### config.mk
export PLATFORM = sky130hd
export DESIGN_NAME = hbpr_routing
export DESIGN_NICKNAME = d
export VERILOG_FILES = /design/src/rtl/hbpr_pkg.sv /design/src/rtl/hbpr_sync_if.sv /design/src/rtl/hbpr_sync.sv /design/src/rtl/hbpr_routing.sv
export SDC_FILE = /design/constraint.sdc
export NUM_CORES = 1
export LEC_CHECK = 0
export BUFFER_PORTS_ARGS = -buffer_cell sky130_fd_sc_hd__buf_4
export CORE_MARGIN = 2
export CORE_UTILIZATION = 33
export DETAILED_ROUTE_END_ITERATION = 10
export HOLD_SLACK_MARGIN = 0.15
export MAX_ROUTING_LAYER = met4
export PLACE_DENSITY = 0.58
export SLEW_MARGIN = 20
export SYNTH_ARGS = -nofsm -noshare
export SYNTH_HDL_FRONTEND = slang
export SYNTH_SLANG_ARGS = --single-unit
### constraint.sdc
create_clock -name clk -period 3 [get_ports clk]
set_clock_uncertainty 0.05 [all_clocks]
set_input_delay 0.6 -clock clk [delete_from_list [all_inputs] [get_ports clk]]
set_output_delay 0.6 -clock clk [all_outputs]
set_load 0.01 [all_outputs]
### src/rtl/hbpr_pkg.sv
package hbpr_pkg;
	localparam int NUM_HB   = 3;
	localparam int NUM_PWM  = 6;
	localparam int CNT_W    = 8;
	// Synchronised inputs: six PWM pins, then switching-start, switching-end.
	localparam int SYNC_W   = 12;
	localparam int IDX_PWM  = 0;
	localparam int IDX_BEG  = 6;
	localparam int IDX_END  = 9;
	localparam logic [CNT_W-1:0] CNT_ZERO = 8'h00;
	localparam logic [CNT_W-1:0] CNT_MAX  = 8'hff;
	// Bridge drive mode codes.
	localparam logic [1:0] MODE_PASSIVE_OFF = 2'h0;
	localparam logic [1:0] MODE_LS_PWM      = 2'h1;
	localparam logic [1:0] MODE_HS_PWM      = 2'h2;
	localparam logic [1:0] MODE_ACTIVE_OFF  = 2'h3;

	typedef enum logic [2:0] {
		MS_IDLE,
		MS_ON_DLY,
		MS_RISE,
		MS_OFF_DLY,
		MS_FALL
	} hbpr_meas_t;

	// Saturating increment used by every timer of the block.
	function automatic logic [CNT_W-1:0] hbpr_inc(input logic [CNT_W-1:0] v);
		hbpr_inc = (v == CNT_MAX) ? v : v + 8'h01;
	endfunction
endpackage

### src/rtl/hbpr_sync_if.sv
interface hbpr_sync_if;
	import hbpr_pkg::*;
	logic [SYNC_W-1:0] level;
	logic [SYNC_W-1:0] rise;
	logic [SYNC_W-1:0] fall;
	modport src (output level, output rise, output fall);
	modport dst (input level, input rise, input fall);
endinterface

### src/rtl/hbpr_sync.sv
module hbpr_sync
	import hbpr_pkg::*;
(
	input  wire logic              clk,
	input  wire logic              reset_n,
	input  wire logic [SYNC_W-1:0] rawIn,
	hbpr_sync_if.src               sync
);
	logic [SYNC_W-1:0] meta_q;
	logic [SYNC_W-1:0] meta_d;
	logic [SYNC_W-1:0] stable_q;
	logic [SYNC_W-1:0] stable_d;
	logic [SYNC_W-1:0] last_q;
	logic [SYNC_W-1:0] last_d;

	// Three flops per pin; edges are seen only after the second stage.
	always_comb begin
		meta_d   = rawIn;
		stable_d = meta_q;
		last_d   = stable_q;
	end

	always_ff @(posedge clk) begin
		if (!reset_n) begin
			meta_q   <= '0;
			stable_q <= '0;
			last_q   <= '0;
		end else begin
			meta_q   <= meta_d;
			stable_q <= stable_d;
			last_q   <= last_d;
		end
	end

	// Edge detection looks at the synchronised level only.
	assign sync.level = stable_q;
	assign sync.rise  = stable_q & ~last_q;
	assign sync.fall  = ~stable_q & last_q;
endmodule

### src/rtl/hbpr_routing.sv
// Notes on behaviour
// - Three-input mode: inputs one, three, five drive bridges.
// - Mode 00 keeps both switches passively off.
// - Mode 11 actively holds both switches off.
// - Three-input mode 01: input drives low side.
// - Three-input mode 10: high side, complementary low side.
// - Six-input mode: each switch has own input.
// - Six-input mode 01, no detection: low side active.
// - Six-input mode 10, no detection: high side active.
// - Detection enabled: roles found by detection, mode ignored.
// - Split clear: single precharge and predischarge current.
// - Split set: both phases divided in two parts.
// - Very short pulses: PWM switch treated as active.
// - Very short pulses: opposite switch stays off.
// - Report times of PWM or detected active switch.
// - Rise end missed within blank: rise zero.
// - Fall end missed within crossover: fall zero.
// - Both pulses short: all reported times zero.
// - Six-input: exclusive high input turns its switch on.
// - Early high-side edge waits for freewheel crossover.
// - PWM inputs synchronised before internal use.
module hbpr_routing
	import hbpr_pkg::*;
(
	input  wire logic                         clk,
	input  wire logic                         reset_n,
	input  wire logic [NUM_PWM-1:0]           pwmIn,
	input  wire logic [NUM_HB-1:0]            switchStartIn,
	input  wire logic [NUM_HB-1:0]            switchEndIn,
	input  wire logic                         inputCountSelect,
	input  wire logic [NUM_HB-1:0]            bridgePwmEnable,
	input  wire logic [NUM_HB-1:0][1:0]       bridgeDriveMode,
	input  wire logic                         roleDetectEnable,
	input  wire logic                         splitPhaseAdapt,
	input  wire logic [CNT_W-1:0]             freewheelCrossoverTime,
	input  wire logic [CNT_W-1:0]             activeCrossoverTime,
	input  wire logic [CNT_W-1:0]             activeBlankTime,
	input  wire logic [CNT_W-1:0]             prechargePhaseTime,
	input  wire logic [CNT_W-1:0]             predischargePhaseTime,
	output logic      [NUM_HB-1:0]            highSideSwitch,
	output logic      [NUM_HB-1:0]            lowSideSwitch,
	output logic      [NUM_HB-1:0]            activeHoldOff,
	output logic      [NUM_HB-1:0]            activeIsHigh,
	output logic      [NUM_HB-1:0]            prechargeOn,
	output logic      [NUM_HB-1:0]            prechargeSecond,
	output logic      [NUM_HB-1:0]            predischargeOn,
	output logic      [NUM_HB-1:0]            predischargeSecond,
	output logic      [NUM_HB-1:0][CNT_W-1:0] turnOnDelay,
	output logic      [NUM_HB-1:0][CNT_W-1:0] turnOffDelay,
	output logic      [NUM_HB-1:0][CNT_W-1:0] riseTime,
	output logic      [NUM_HB-1:0][CNT_W-1:0] fallTime
);
	hbpr_sync_if syncBus ();

	hbpr_sync u_sync (
		.clk     (clk),
		.reset_n (reset_n),
		.rawIn   ({switchEndIn, switchStartIn, pwmIn}),
		.sync    (syncBus)
	);

	logic [NUM_HB-1:0]            hsOn_q, hsOn_d, lsOn_q, lsOn_d;
	logic [NUM_HB-1:0]            hold_q, hold_d, actHigh_q, actHigh_d;
	logic [NUM_HB-1:0]            hsReq_q, hsReq_d, hsBlock_q, hsBlock_d;
	logic [NUM_HB-1:0]            shortOn_q, shortOn_d;
	logic [NUM_HB-1:0]            shortOff_q, shortOff_d;
	logic [NUM_HB-1:0]            detHigh_q, detHigh_d;
	logic [NUM_HB-1:0]            measPrev_q, measPrev_d;
	logic [NUM_HB-1:0]            pchg_q, pchg_d, pchg2_q, pchg2_d;
	logic [NUM_HB-1:0]            pdchg_q, pdchg_d, pdchg2_q, pdchg2_d;
	logic [NUM_HB-1:0][CNT_W-1:0] onCnt_q, onCnt_d, offCnt_q, offCnt_d;
	logic [NUM_HB-1:0][CNT_W-1:0] deadCnt_q, deadCnt_d;
	logic [NUM_HB-1:0][CNT_W-1:0] measCnt_q, measCnt_d;
	logic [NUM_HB-1:0][CNT_W-1:0] tOn_q, tOn_d, tOff_q, tOff_d;
	logic [NUM_HB-1:0][CNT_W-1:0] tRise_q, tRise_d, tFall_q, tFall_d;
	hbpr_meas_t [NUM_HB-1:0]      meas_q, meas_d;

	// Routing, timing guards, role choice and delay measurement per bridge.
	always_comb begin
		logic [1:0] m;
		logic       pwmSwHigh, inLvl, inRise, inFall, hsIn, lsIn;
		logic       hsReq, lsReq, shortAny, shortBoth, actH, measOn;
		logic       swBeg, swEnd;
		m = MODE_PASSIVE_OFF;
		{pwmSwHigh, inLvl, inRise, inFall, hsIn, lsIn} = '0;
		{hsReq, lsReq, shortAny, shortBoth, actH, measOn} = '0;
		{swBeg, swEnd} = '0;
		{hsOn_d, lsOn_d, hold_d, actHigh_d, hsReq_d, hsBlock_d} = '0;
		{shortOn_d, shortOff_d, detHigh_d, measPrev_d} = '0;
		{pchg_d, pchg2_d, pdchg_d, pdchg2_d} = '0;
		{onCnt_d, offCnt_d, deadCnt_d, measCnt_d} = '0;
		{tOn_d, tOff_d, tRise_d, tFall_d} = '0;
		meas_d = meas_q;
		for (int b = 0; b < NUM_HB; b++) begin
			m         = bridgeDriveMode[b];
			hsIn      = syncBus.level[IDX_PWM + 2*b];
			lsIn      = syncBus.level[IDX_PWM + 2*b + 1];
			swBeg     = syncBus.level[IDX_BEG + b];
			swEnd     = syncBus.level[IDX_END + b];
			pwmSwHigh = (m == MODE_HS_PWM);
			if (!inputCountSelect || pwmSwHigh) begin
				inLvl  = hsIn;
				inRise = syncBus.rise[IDX_PWM + 2*b];
				inFall = syncBus.fall[IDX_PWM + 2*b];
			end else begin
				inLvl  = lsIn;
				inRise = syncBus.rise[IDX_PWM + 2*b + 1];
				inFall = syncBus.fall[IDX_PWM + 2*b + 1];
			end

			onCnt_d[b]    = inLvl ? hbpr_inc(onCnt_q[b]) : CNT_ZERO;
			offCnt_d[b]   = inLvl ? CNT_ZERO : hbpr_inc(offCnt_q[b]);
			shortOn_d[b]  = inFall ? (onCnt_q[b] < freewheelCrossoverTime)
				: shortOn_q[b];
			shortOff_d[b] = inRise ? (offCnt_q[b] < activeCrossoverTime)
				: shortOff_q[b];
			shortAny  = shortOn_q[b] | shortOff_q[b];
			shortBoth = shortOn_q[b] & shortOff_q[b];

			hsReq = 1'b0;
			lsReq = 1'b0;
			if (!bridgePwmEnable[b] || m == MODE_PASSIVE_OFF ||
					m == MODE_ACTIVE_OFF) begin
				hsReq = 1'b0;
				lsReq = 1'b0;
			end else if (!inputCountSelect) begin
				if (m == MODE_LS_PWM) begin
					lsReq = hsIn;
				end else begin
					hsReq = hsIn;
					lsReq = !hsIn && !shortAny;
				end
			end else begin
				hsReq = hsIn && !lsIn;
				lsReq = lsIn && !hsIn;
				if (shortAny && pwmSwHigh)
					lsReq = 1'b0;
				else if (shortAny)
					hsReq = 1'b0;
			end
			hold_d[b] = (m == MODE_ACTIVE_OFF);

			// Dead-time counter restarts whenever a switch turns off.
			if ((hsOn_q[b] && !hsReq) || (lsOn_q[b] && !lsReq))
				deadCnt_d[b] = CNT_ZERO;
			else
				deadCnt_d[b] = hbpr_inc(deadCnt_q[b]);

			hsReq_d[b] = hsReq;
			if (deadCnt_q[b] >= freewheelCrossoverTime)
				hsBlock_d[b] = 1'b0;
			else if (hsReq && !hsReq_q[b] &&
					deadCnt_q[b] < activeCrossoverTime)
				hsBlock_d[b] = 1'b1;
			else
				hsBlock_d[b] = hsBlock_q[b] && hsReq;
			hsOn_d[b] = hsReq && !hsBlock_d[b];
			lsOn_d[b] = lsReq && !hsOn_d[b];

			if (roleDetectEnable && !shortAny)
				actH = detHigh_q[b];
			else
				actH = pwmSwHigh;
			actHigh_d[b] = actH;

			measOn        = actH ? hsOn_q[b] : lsOn_q[b];
			measPrev_d[b] = measOn;
			detHigh_d[b]  = detHigh_q[b];
			measCnt_d[b]  = hbpr_inc(measCnt_q[b]);
			tOn_d[b]      = tOn_q[b];
			tOff_d[b]     = tOff_q[b];
			tRise_d[b]    = tRise_q[b];
			tFall_d[b]    = tFall_q[b];
			if (measOn && !measPrev_q[b]) begin
				meas_d[b]    = MS_ON_DLY;
				measCnt_d[b] = CNT_ZERO;
			end else if (!measOn && measPrev_q[b]) begin
				meas_d[b]    = MS_OFF_DLY;
				measCnt_d[b] = CNT_ZERO;
			end else begin
				unique case (meas_q[b])
					MS_IDLE: begin
						meas_d[b] = MS_IDLE;
					end
					MS_ON_DLY: begin
						if (swBeg) begin
							tOn_d[b]     = measCnt_q[b];
							measCnt_d[b] = CNT_ZERO;
							meas_d[b]    = MS_RISE;
						end else if (measCnt_q[b] >= activeBlankTime) begin
							// No switching seen: the other switch is active.
							tOn_d[b]     = CNT_ZERO;
							tRise_d[b]   = CNT_ZERO;
							detHigh_d[b] = !actH;
							meas_d[b]    = MS_IDLE;
						end
					end
					MS_RISE: begin
						detHigh_d[b] = actH;
						if (swEnd) begin
							tRise_d[b] = measCnt_q[b];
							meas_d[b]  = MS_IDLE;
						end else if (measCnt_q[b] >= activeBlankTime) begin
							tRise_d[b] = CNT_ZERO;
							meas_d[b]  = MS_IDLE;
						end
					end
					MS_OFF_DLY: begin
						if (!swBeg) begin
							tOff_d[b]    = measCnt_q[b];
							measCnt_d[b] = CNT_ZERO;
							meas_d[b]    = MS_FALL;
						end else if (measCnt_q[b] >= activeCrossoverTime) begin
							tOff_d[b]  = CNT_ZERO;
							tFall_d[b] = CNT_ZERO;
							meas_d[b]  = MS_IDLE;
						end
					end
					MS_FALL: begin
						if (!swEnd) begin
							tFall_d[b] = measCnt_q[b];
							meas_d[b]  = MS_IDLE;
						end else if (measCnt_q[b] >= activeCrossoverTime) begin
							tFall_d[b] = CNT_ZERO;
							meas_d[b]  = MS_IDLE;
						end
					end
				endcase
			end
			if (shortBoth) begin
				tOn_d[b]   = CNT_ZERO;
				tOff_d[b]  = CNT_ZERO;
				tRise_d[b] = CNT_ZERO;
				tFall_d[b] = CNT_ZERO;
			end

			pchg_d[b]   = (meas_q[b] == MS_ON_DLY) &&
				(measCnt_q[b] < prechargePhaseTime);
			pchg2_d[b]  = pchg_d[b] && splitPhaseAdapt &&
				(measCnt_q[b] >= (prechargePhaseTime >> 1));
			pdchg_d[b]  = (meas_q[b] == MS_OFF_DLY) &&
				(measCnt_q[b] < predischargePhaseTime);
			pdchg2_d[b] = pdchg_d[b] && splitPhaseAdapt &&
				(measCnt_q[b] >= (predischargePhaseTime >> 1));
		end
	end

	// State registers; every output below is one of these.
	always_ff @(posedge clk) begin
		if (!reset_n) begin
			{hsOn_q, lsOn_q, hold_q, actHigh_q, hsReq_q, hsBlock_q} <= '0;
			{shortOn_q, shortOff_q, detHigh_q, measPrev_q} <= '0;
			{pchg_q, pchg2_q, pdchg_q, pdchg2_q} <= '0;
			{onCnt_q, offCnt_q, deadCnt_q, measCnt_q} <= '0;
			{tOn_q, tOff_q, tRise_q, tFall_q} <= '0;
			for (int b = 0; b < NUM_HB; b++) begin
				meas_q[b] <= MS_IDLE;
			end
		end else begin
			hsOn_q     <= hsOn_d;
			lsOn_q     <= lsOn_d;
			hold_q     <= hold_d;
			actHigh_q  <= actHigh_d;
			hsReq_q    <= hsReq_d;
			hsBlock_q  <= hsBlock_d;
			shortOn_q  <= shortOn_d;
			shortOff_q <= shortOff_d;
			detHigh_q  <= detHigh_d;
			measPrev_q <= measPrev_d;
			pchg_q     <= pchg_d;
			pchg2_q    <= pchg2_d;
			pdchg_q    <= pdchg_d;
			pdchg2_q   <= pdchg2_d;
			onCnt_q    <= onCnt_d;
			offCnt_q   <= offCnt_d;
			deadCnt_q  <= deadCnt_d;
			measCnt_q  <= measCnt_d;
			tOn_q      <= tOn_d;
			tOff_q     <= tOff_d;
			tRise_q    <= tRise_d;
			tFall_q    <= tFall_d;
			meas_q     <= meas_d;
		end
	end

	// Outputs come straight from the state registers.
	assign highSideSwitch     = hsOn_q;
	assign lowSideSwitch      = lsOn_q;
	assign activeHoldOff      = hold_q;
	assign activeIsHigh       = actHigh_q;
	assign prechargeOn        = pchg_q;
	assign prechargeSecond    = pchg2_q;
	assign predischargeOn     = pdchg_q;
	assign predischargeSecond = pdchg2_q;
	assign turnOnDelay        = tOn_q;
	assign turnOffDelay       = tOff_q;
	assign riseTime           = tRise_q;
	assign fallTime           = tFall_q;
endmodule

==> results.json, run 1 <==
{
  "status": "completed",
  "viasPerCell": 5.26,
  "drv_slew": 0,
  "yosysTopAreaCell": "dfxtp_1",
  "antenna_found_initial": 1,
  "cp-startpoint": "shortOff_q[0]$_SDFFE_PN0P_",
  "post_cts_buffers": 0,
  "clk_pin_slew_ns": 0.06,
  "vias": 14400,
  "dp_hpwl_um": 36400,
  "cts-buffers-inserted": 34,
  "drv_cap": 0,
  "ys_async_sr_fraction_pct": 0,
  "netlist_instances": 1834,
  "ant_nets": 0,
  "drive_gt1_share_pct": 16.9,
  "htreeDepth": 2,
  "min_from": "switchEndIn[2]",
  "crit_type": "reg2reg",
  "worst_pin_slew_ns": 0.685,
  "drc_errors": 0,
  "die_x_um": 223,
  "cts_tree": "done",
  "min_period_ns": 2.75,
  "synth_area_mm2": 0.0159,
  "grt_use_total_pct": 19.3,
  "grt_overflow_total": 0,
  "slew_headroom_pct": 54.2,
  "cts_root_buf": "clkbuf_16",
  "hp-class": "in2reg",
  "clockBufferDepth": 3,
  "start_util_pct": 33.3,
  "cts_num_sinks": 273,
  "ys_warn_count": 0,
  "crit_fanout": 8,
  "synth_flop_cell": "dfxtp_1",
  "synthTopCellsByCount": "dfxtp_1 (273), ha_1 (237), nand2_1 (202)",
  "grt_max_degree": 34,
  "post-synth-top-count-cell": "dfxtp_1",
  "ir_drop_uv": 312,
  "rsz0062_at_grt": "false",
  "wirelength_um": 47600,
  "start_kind": "register",
  "synth_cell_type_count": 74,
  "synth_area_leaders": "dfxtp_1 (34%), ha_1 (19%), nand2_1 (4.8%)",
  "endpoint_kind": "register",
  "grt_pass1_vias": 13900,
  "fmax_ghz": 0.364,
  "required_ns": 3.36,
  "dr.first_iter.drc_count": 755,
  "arrival_ns": 3.10,
  "dieArea_mm2": 0.0498,
  "core-area_mm2": 0.0475,
  "ioPinCount": 186,
  "r2r_slack_ns": 0.25,
  "final-hold-violation-count": 0,
  "final_area_mm2": 0.0197,
  "fin_crit_sh_pct": 91.6,
  "hold_buffers": 0,
  "leakage_nw": 8.95,
  "postPlaceCellArea_mm2": 0.0185,
  "synth_nets": 2137,
  "syn_to_final_growth_pct": 24.1,
  "nNetsFinal": 2390,
  "clock_latency_ns": 0.54,
  "dr.pass1.iters": 7,
  "setup_viol": 0,
  "portBuffers": 185,
  "rr_startpoint": "shortOff_q[0]$_SDFFE_PN0P_",
  "wl_per_cell_um": 17.4,
  "diodes": 0,
  "cts-resized-gates": 0,
  "gp_congestion": 0.872,
  "synth_seq_area_share_pct": 34.5,
  "synth-edff-count": 0,
  "hold_ws_ns": 0.215,
  "rows": 80,
  "syn-mean-instance-area_um2": 8.64,
  "die_height_um": 223,
  "grt_pass1_wl_um": 74600,
  "synth_seq_cells": 273,
  "p_per_area_mw_per_mm2": 460,
  "synth_top_area_share_pct": 34.5
}
## cells by family after synthesis
| family | count (synthesis) | share of synthesized area [%] |
|---|---|---|
| buffers and inverters | 121 | 2.94 |
| XOR/XNOR | 35 | 1.93 |
| AND/OR/NAND/NOR | 690 | 21.8 |
| flip-flops | 273 | 34.5 |
| AO/OA/AOI/OAI | 449 | 18.3 |
| adder cells (fa/ha/maj) | 237 | 18.7 |
| multiplexers | 29 | 1.85 |
## placed cells by master, fill, tap and decap left out, types with 5 or more instances in the layout
cell type,n
a211oi_1,33
a21o_1,45
a21oi_1,123
a22o_1,8
a22oi_1,10
a311oi_1,11
a31oi_1,29
and2_1,33
and3_1,44
and4_1,5
buf_4,271
clkbuf_1,7
clkbuf_16,37
clkinv_2,7
dfxtp_1,273
ha_1,237
inv_1,64
mux2i_1,27
nand2_1,202
nand2b_1,41
nand3_1,95
nand4_1,25
nor2_1,139
nor2b_1,18
nor3_1,21
nor3b_1,21
nor4_1,11
o2111ai_1,7
o211ai_1,5
o21a_1,5
o21ai_0,89
o21ai_1,5
o21bai_1,6
o22ai_1,41
xnor2_1,19
xor2_1,16
## power breakdown
part,internal (mW),total [mW],switching [mW]
registers,3.69,3.78,0.0827
logic,0.402,0.947,0.545
clock network,2.69,4.33,1.64
## metal layers
layer  vias to the layer above  part of all wire (%)  global-route usage (%)
met5                         -                     0                       -
met4                         0                   2.3                    6.30
met3                        77                   5.3                    3.24
met2                       352                    46                    31.1
met1                      6705                    46                    24.7
li1                       7216                     -                       -
## path summary, 6_finish.rpt
check,endpoint,cells past startpoint
worst max-delay path,riseTime[6]$_SDFFE_PP0P_,9
worst min-delay path,u_sync.meta_q[11]$_SDFF_PN0_,2
worst max register to register,riseTime[6]$_SDFFE_PP0P_,9
worst min register to register,u_sync.sync.level[9]$_SDFF_PN0_,1
## flip-flops by register name, indices dropped and copies added, names as in the netlist, 6 cells and up
register           cells
onCnt_q               24
u_sync.sync.level     12
u_sync.meta_q         12
turnOffDelay          24
deadCnt_q             24
meas_q                 9
turnOnDelay           24
u_sync.last_q          6
fallTime              24
measCnt_q             24
riseTime              24
offCnt_q              24
## stage by stage
step | utilization, % | instances | worst slack [ns] | TNS [ns] | power (mW)
finish | 41.4 | 2728 | 0.252 | 0 | 9.05
global route | 41.4 | 2728 | 0.0128 | 0 | 9.43
CTS | 41.4 | 2728 | 0.254 | 0 | 9.17
detailed placement | 38.9 | 2666 | -0.151 | -1.82 | 4.80
global placement | 38.9 | 2666 | -0.125 | -1.38 | 4.76
floorplan | - | 1834 | 0.0685 | 0 | 4.40
## area by class of cell
type / count / area (um2)
fillers: 4756 / 27900
multi-input cells: 1440 / 9940
flip-flops and latches: 273 / 5470
repair buffers: 273 / 2070
clock buffers: 48 / 1010
well taps: 615 / 769
inverters: 65 / 244
clock inverters: 14 / 179
## worst max-delay path, cell delays in order (launching register included)
cell     delay, ns
dfxtp_1       0.31
nor3b_1       0.26
nor2_1        0.10
a21oi_1       0.20
mux2i_1       0.39
inv_1         0.09
ha_1          0.35
or4b_1        0.62
nand3_1       0.16
a21oi_1       0.08
No activity file was read; power rests on OpenSTA's default activity.
==> inputs of run 2 (changes only) <==
--- a/config.mk
+++ b/config.mk
@@ -7,11 +7,12 @@
 export LEC_CHECK = 0
 export BUFFER_PORTS_ARGS = -buffer_cell sky130_fd_sc_hd__buf_4
 export CORE_MARGIN = 2
-export CORE_UTILIZATION = 33
+export CORE_UTILIZATION = 54
 export DETAILED_ROUTE_END_ITERATION = 10
 export HOLD_SLACK_MARGIN = 0.15
 export MAX_ROUTING_LAYER = met4
-export PLACE_DENSITY = 0.58
+export PLACE_DENSITY = 0.84
+export SKIP_CTS_REPAIR_TIMING = 1
 export SLEW_MARGIN = 20
 export SYNTH_ARGS = -nofsm -noshare
 export SYNTH_HDL_FRONTEND = slang
==> run 2 against run 1 <==
Against the previous run:
- via count increased by 5.1%
- wire length decreased by 5.2%
- worst hold slack got worse by 0.010 ns
- global-route usage increased by 9.9 points
- die area decreased by 38%
- critical path depth increased by 3
- sequential power about the same
- largest cell class unchanged
==> results.json, run 2 (synthesized netlist as in run 1, its figures left out) <==
{
  "dr.first_iter.drc_count": 1398,
  "cts_root_buf": "clkbuf_16",
  "postPlaceCellArea_mm2": 0.0180,
  "dr.pass1.iters": 6,
  "rr_worst_depth": 12,
  "start_util_pct": 55.1,
  "grt_overflow_total": 0,
  "power_frac_clock_pct": 48.7,
  "dieArea_mm2": 0.0307,
  "final-hold-violation-count": 0,
  "worst_pin_slew_ns": 0.992,
  "portBuffers": 185,
  "drc_errors": 0,
  "worstReg2RegEnd": "turnOffDelay[11]$_SDFFE_PP0P_",
  "min_period_ns": 2.73,
  "rsz0062_at_grt": "false",
  "required_ns": 3.37,
  "rows": 62,
  "grt_max_degree": 63,
  "clock_latency_ns": 0.55,
  "nNetsFinal": 2368,
  "syn_to_final_growth_pct": 21.6,
  "fmax_ghz": 0.367,
  "hold_ws_ns": 0.205,
  "dp_hpwl_um": 33000,
  "final_common_cell": "dfxtp_1",
  "arrival_ns": 3.09,
  "htreeDepth": 1,
  "start_kind": "register",
  "grt_pass1_wl_um": 72100,
  "fillers": 2245,
  "viasPerCell": 6.10,
  "crit_type": "reg2reg",
  "min_from": "switchStartIn[2]",
  "drv_cap": 0,
  "leakage_nw": 8.87,
  "endpoint_kind": "register",
  "clk_pin_slew_ns": 0.06,
  "internal-power_mw": 7.00,
  "crit_fanout": 8,
  "core-area_mm2": 0.0288,
  "final_area_mm2": 0.0193,
  "net-switching-power_mw": 2.19,
  "r2r_slack_ns": 0.27,
  "ir_drop_uv": 479,
  "status": "completed",
  "antenna_found_initial": 1,
  "hp-class": "in2reg",
  "whs_path_depth": 2,
  "final_cell_mix": "dfxtp_1 (273), buf_4 (254), ha_1 (237)",
  "cts-buffers-inserted": 30,
  "hold_path_end": "u_sync.meta_q[8]$_SDFF_PN0_",
  "slew_headroom_pct": 33.9,
  "p_seq_share_pct": 41.1,
  "clockBufferDepth": 3,
  "drv_slew": 0,
  "setup_viol": 0,
  "p_per_area_mw_per_mm2": 477,
  "ioPinCount": 186,
  "gp_congestion": 0.960,
  "wl_per_cell_um": 18.2,
  "power_frac_comb_pct": 10.2,
  "cts_num_sinks": 273,
  "die_height_um": 175,
  "cts_tree": "done",
  "grt_use_total_pct": 29.2,
  "rr_startpoint": "shortOn_q[1]$_SDFFE_PN0P_",
  "netSwitchingFraction_pct": 23.8,
  "wirelength_um": 45100,
  "ant_nets": 0,
  "drive_gt1_share_pct": 16.2,
  "fin_crit_sh_pct": 90.9,
  "die_x_um": 175,
  "grt_pass1_vias": 14200,
  "vias": 15100
}
## run 2: changes by cell type in the layout (fill, tap and decap cells not counted), sizes merged
cell,delta
buf,-18
clkbuf,-9
clkinv,-7
bufinv,+6
clkinvlp,+2
inv,+2
diode,+1
## run 2: how the worst max path moves through the flow
stage	start	endpoint	cells past startpoint
after detailed placement	roleDetectEnable	turnOnDelay[17]$_SDFFE_PP0P_	11
after CTS	shortOff_q[2]$_SDFFE_PN0P_	turnOnDelay[21]$_SDFFE_PP0P_	10
after floorplan	roleDetectEnable	turnOnDelay[16]$_SDFFE_PP0P_	10
after global placement	roleDetectEnable	turnOnDelay[20]$_SDFFE_PP0P_	11
final	shortOn_q[1]$_SDFFE_PN0P_	turnOffDelay[11]$_SDFFE_PP0P_	12
after global routing	shortOff_q[2]$_SDFFE_PN0P_	turnOnDelay[16]$_SDFFE_PP0P_	10
## run 2: layout make-up
cell class              count  area, um2  area share (%)
diodes                      1       2.50          0.0130
inverters                  65        244            1.27
flip-flops and latches    273       5470            28.4
well taps                 384        480            2.49
clock buffers              39        876            4.54
repair buffers            255       1930            10.0
multi-input cells        1440       9930            51.5
clock inverters            17        353            1.83
## run 2: metal layers
layer | up-vias | global-route usage [%] | wire (um)
met5 | - | - | 0
met4 | 0 | 10.1 | 1570
met3 | 134 | 4.48 | 3780
met2 | 694 | 47.9 | 21100
met1 | 7094 | 36.8 | 18600
li1 | 7163 | - | -
## run 2: power by group through the flow
stage               clock network (mW)  registers (mW)  logic [mW]
floorplan                            0            3.84       0.558
global placement                     0            3.85       0.863
detailed placement                   0            3.85       0.909
CTS                               4.51            3.77       0.920
global route                      4.66            3.79        1.04
finish                            4.48            3.78       0.936
## run 2: critical path, stage by stage, from the launching register on
cell     delay [ns]
dfxtp_1        0.37
nor2_1         0.23
nand2_1        0.16
mux2i_1        0.28
nor2_1         0.06
a21oi_1        0.17
inv_1          0.07
ha_1           0.23
nor2_1         0.33
nand3_1        0.15
buf_4          0.19
o21ai_0        0.21
a21oi_1        0.11
## run 2: stage by stage
step / util, % / cells / TNS (ns) / power (mW) / worst slack, ns
after floorplan: - / 1834 / 0 / 4.40 / 0.0685
after global placement: 62.7 / 2417 / 0 / 4.71 / 0.0323
after detailed placement: 62.7 / 2417 / -0.464 / 4.76 / -0.0702
after CTS: 67.0 / 2473 / 0 / 9.21 / 0.262
after global routing: 67.0 / 2474 / 0 / 9.49 / 0.0392
final: 67.0 / 2474 / 0 / 9.19 / 0.273
==> inputs of run 3 (changes only) <==
--- a/config.mk
+++ b/config.mk
@@ -16,4 +16,5 @@
 export SLEW_MARGIN = 20
 export SYNTH_ARGS = -nofsm -noshare
 export SYNTH_HDL_FRONTEND = slang
+export SYNTH_HIERARCHICAL = 1
 export SYNTH_SLANG_ARGS = --single-unit
==> constraint.sdc (replaced) <==
create_clock -name clk -period 2.26 [get_ports clk]
set_clock_uncertainty 0.05 [all_clocks]
set_input_delay 0.452 -clock clk [delete_from_list [all_inputs] [get_ports clk]]
set_output_delay 0.452 -clock clk [all_outputs]
set_load 0.01 [all_outputs]
==> run 3 against run 2 <==
Against the previous run:
- worst hold slack got worse by 0.037 ns
- the flow now finishes with violations (setup timing)
- power rose by 22%
- clock-buffer cell count rose by 2
- non-clock buffer count rose by 92
- critical path depth fell by 2
==> results.json, run 3 <==
{
  "arrival_ns": 2.68,
  "gp_congestion": 0.927,
  "htreeDepth": 1,
  "worst_pin_slew_ns": 0.796,
  "dieArea_mm2": 0.0308,
  "grt_pass1_wl_um": 71800,
  "cts-buffers-inserted": 29,
  "internal-power_mw": 8.31,
  "grt_max_degree": 33,
  "fmax_ghz": 0.435,
  "min_period_ns": 2.30,
  "power_frac_clock_pct": 42.3,
  "dr.pass1.iters": 6,
  "start_kind": "register",
  "clock_latency_ns": 0.55,
  "critPathBufInv": 3,
  "slew_headroom_pct": 46.7,
  "p_seq_share_pct": 44.8,
  "cts_root_buf": "clkbuf_16",
  "syn-mean-instance-area_um2": 8.86,
  "core-area_mm2": 0.0289,
  "whs_path_depth": 2,
  "start_util_pct": 55.0,
  "max_stage_delay_ns": 0.35,
  "path_cells": "nor3b_2, mux2_4, mux2i_4, buf_4, ha_2, nor2_4, inv_2, a211oi_4, buf_4, o22ai_1",
  "path_delay_family": "multiplexers",
  "dp_hpwl_um": 33900,
  "wl_per_cell_um": 18.4,
  "clockBufferDepth": 3,
  "setup_viol": 14,
  "nNetsFinal": 2426,
  "required_ns": 2.64,
  "ioPinCount": 186,
  "rr_worst_depth": 10,
  "cts_tree": "done",
  "crit_fanout": 5,
  "final_cell_mix": "buf_4 (311), dfxtp_1 (270), ha_1 (231)",
  "viasPerCell": 5.98,
  "netSwitchingFraction_pct": 25.9,
  "die_height_um": 175,
  "tns_ns": -0.268,
  "crit_type": "reg2reg",
  "p_per_area_mw_per_mm2": 553,
  "power.total_mw": 11.2,
  "cp_num_cells": 10,
  "leakage_nw": 9.65,
  "drive_gt1_share_pct": 22.9,
  "ys_warn_count": 6,
  "drv_cap": 0,
  "dr.first_iter.drc_count": 1368,
  "die_x_um": 175,
  "ant_nets": 0,
  "netlist_instances": 1791,
  "dp_worst_setup_slack_ns": -0.395,
  "synth_nets": 2094,
  "net-switching-power_mw": 2.91,
  "grt_use_total_pct": 29.1,
  "rows": 62,
  "stdcell_count": 2529,
  "antenna_found_initial": 0,
  "final_common_cell": "buf_4",
  "hp-class": "in2reg",
  "clk_pin_slew_ns": 0.06,
  "drv_slew": 0,
  "rsz0062_at_grt": "true",
  "power_frac_comb_pct": 12.9,
  "violations": "setup timing",
  "slowest_stage": "mux2_4",
  "syn_to_final_growth_pct": 27.9,
  "cts_num_sinks": 273,
  "portBuffers": 185,
  "status": "finished, violations left",
  "crit_top_cell": "buf_4",
  "place_inst": 2451,
  "grt_pass1_vias": 14500,
  "layout_setup_ws_ns": -0.0388,
  "final-hold-violation-count": 0,
  "wirelength_um": 46500,
  "synth_area_mm2": 0.0159,
  "endpoint_kind": "register",
  "vias": 15100,
  "grt_overflow_total": 0,
  "ir_drop_uv": 569,
  "fin_crit_sh_pct": 102,
  "hold_ws_ns": 0.168,
  "drc_errors": 0,
  "diodes": 0
}
==> run 3: changes by cell type in the layout (fill, tap and decap cells not counted), moves of 13 or more <==
cell	previous run	this run
buf_4	254	311
buf_6	0	13
and2_1	33	10
nor2_1	139	172
o22ai_2	0	14
o21ai_0	89	56
dlygate4sd3_1	0	17
nor3_1	21	51
and2_2	0	25
a21oi_1	123	79
nand2_1	202	147
mux2i_1	27	68
nand3_1	95	65
==> run 3: worst paths after layout <==
check	startpoint	endpoint	slack [ns]
worst max register to register	shortOn_q[0]$_SDFFE_PN0P_	turnOffDelay[4]$_SDFFE_PP0P_	-0.04
worst max-delay path	shortOn_q[0]$_SDFFE_PN0P_	turnOffDelay[4]$_SDFFE_PP0P_	-0.04
worst min register to register	u_sync/meta_q[11]$_SDFF_PN0_	u_sync/sync.level[11]$_SDFF_PN0_	0.39
worst min-delay path	splitPhaseAdapt	prechargeSecond[0]$_SDFF_PN0_	0.17
==> run 3: cell type report <==
type / instances / area, um2
fill: 2118 / 8560
clock buffer: 41 / 851
clock inverter: 12 / 110
tap: 384 / 480
timing repair buffer: 347 / 2760
inverter: 79 / 297
sequential: 273 / 5470
multi-input combinational: 1393 / 10300
==> run 3: per-stage QoR <==
step | util (%) | instance area [um2]
final | 70.3 | 20300
after global placement | 65.0 | 18800
after CTS | 68.3 | 19700
after detailed placement | 65.0 | 18800
after global routing | 70.3 | 20300
after floorplan | - | 16000
==> run 3: power by group through the flow <==
stage | Sequential [mW] | Clock (mW) | Combinational (mW)
2_1_floorplan | 5.11 | 0 | 0.780
3_3_place_gp | 5.12 | 0 | 1.28
3_5_place_dp | 5.13 | 0 | 1.35
4_1_cts | 5.02 | 4.79 | 1.36
5_1_grt | 5.04 | 5.00 | 1.59
6_report | 5.03 | 4.75 | 1.45
==> run 3: worst reg2reg max path, cell delays in order, from the launching register on <==
cell,delay [ns]
dfxtp_2,0.33
nor3b_2,0.21
mux2_4,0.35
mux2i_4,0.22
buf_4,0.16
ha_2,0.18
nor2_4,0.16
inv_2,0.07
a211oi_4,0.23
buf_4,0.17
o22ai_1,0.07
==> run 3: routing by layer <==
layer  vias up  GRT usage [%]  share of wire (%)
met3       145           4.16                7.5
met1      7114           35.1                 41
met2       635           50.0                 49
met4         0           9.81                3.3
li1       7222              -                  -
met5         -              -                  0
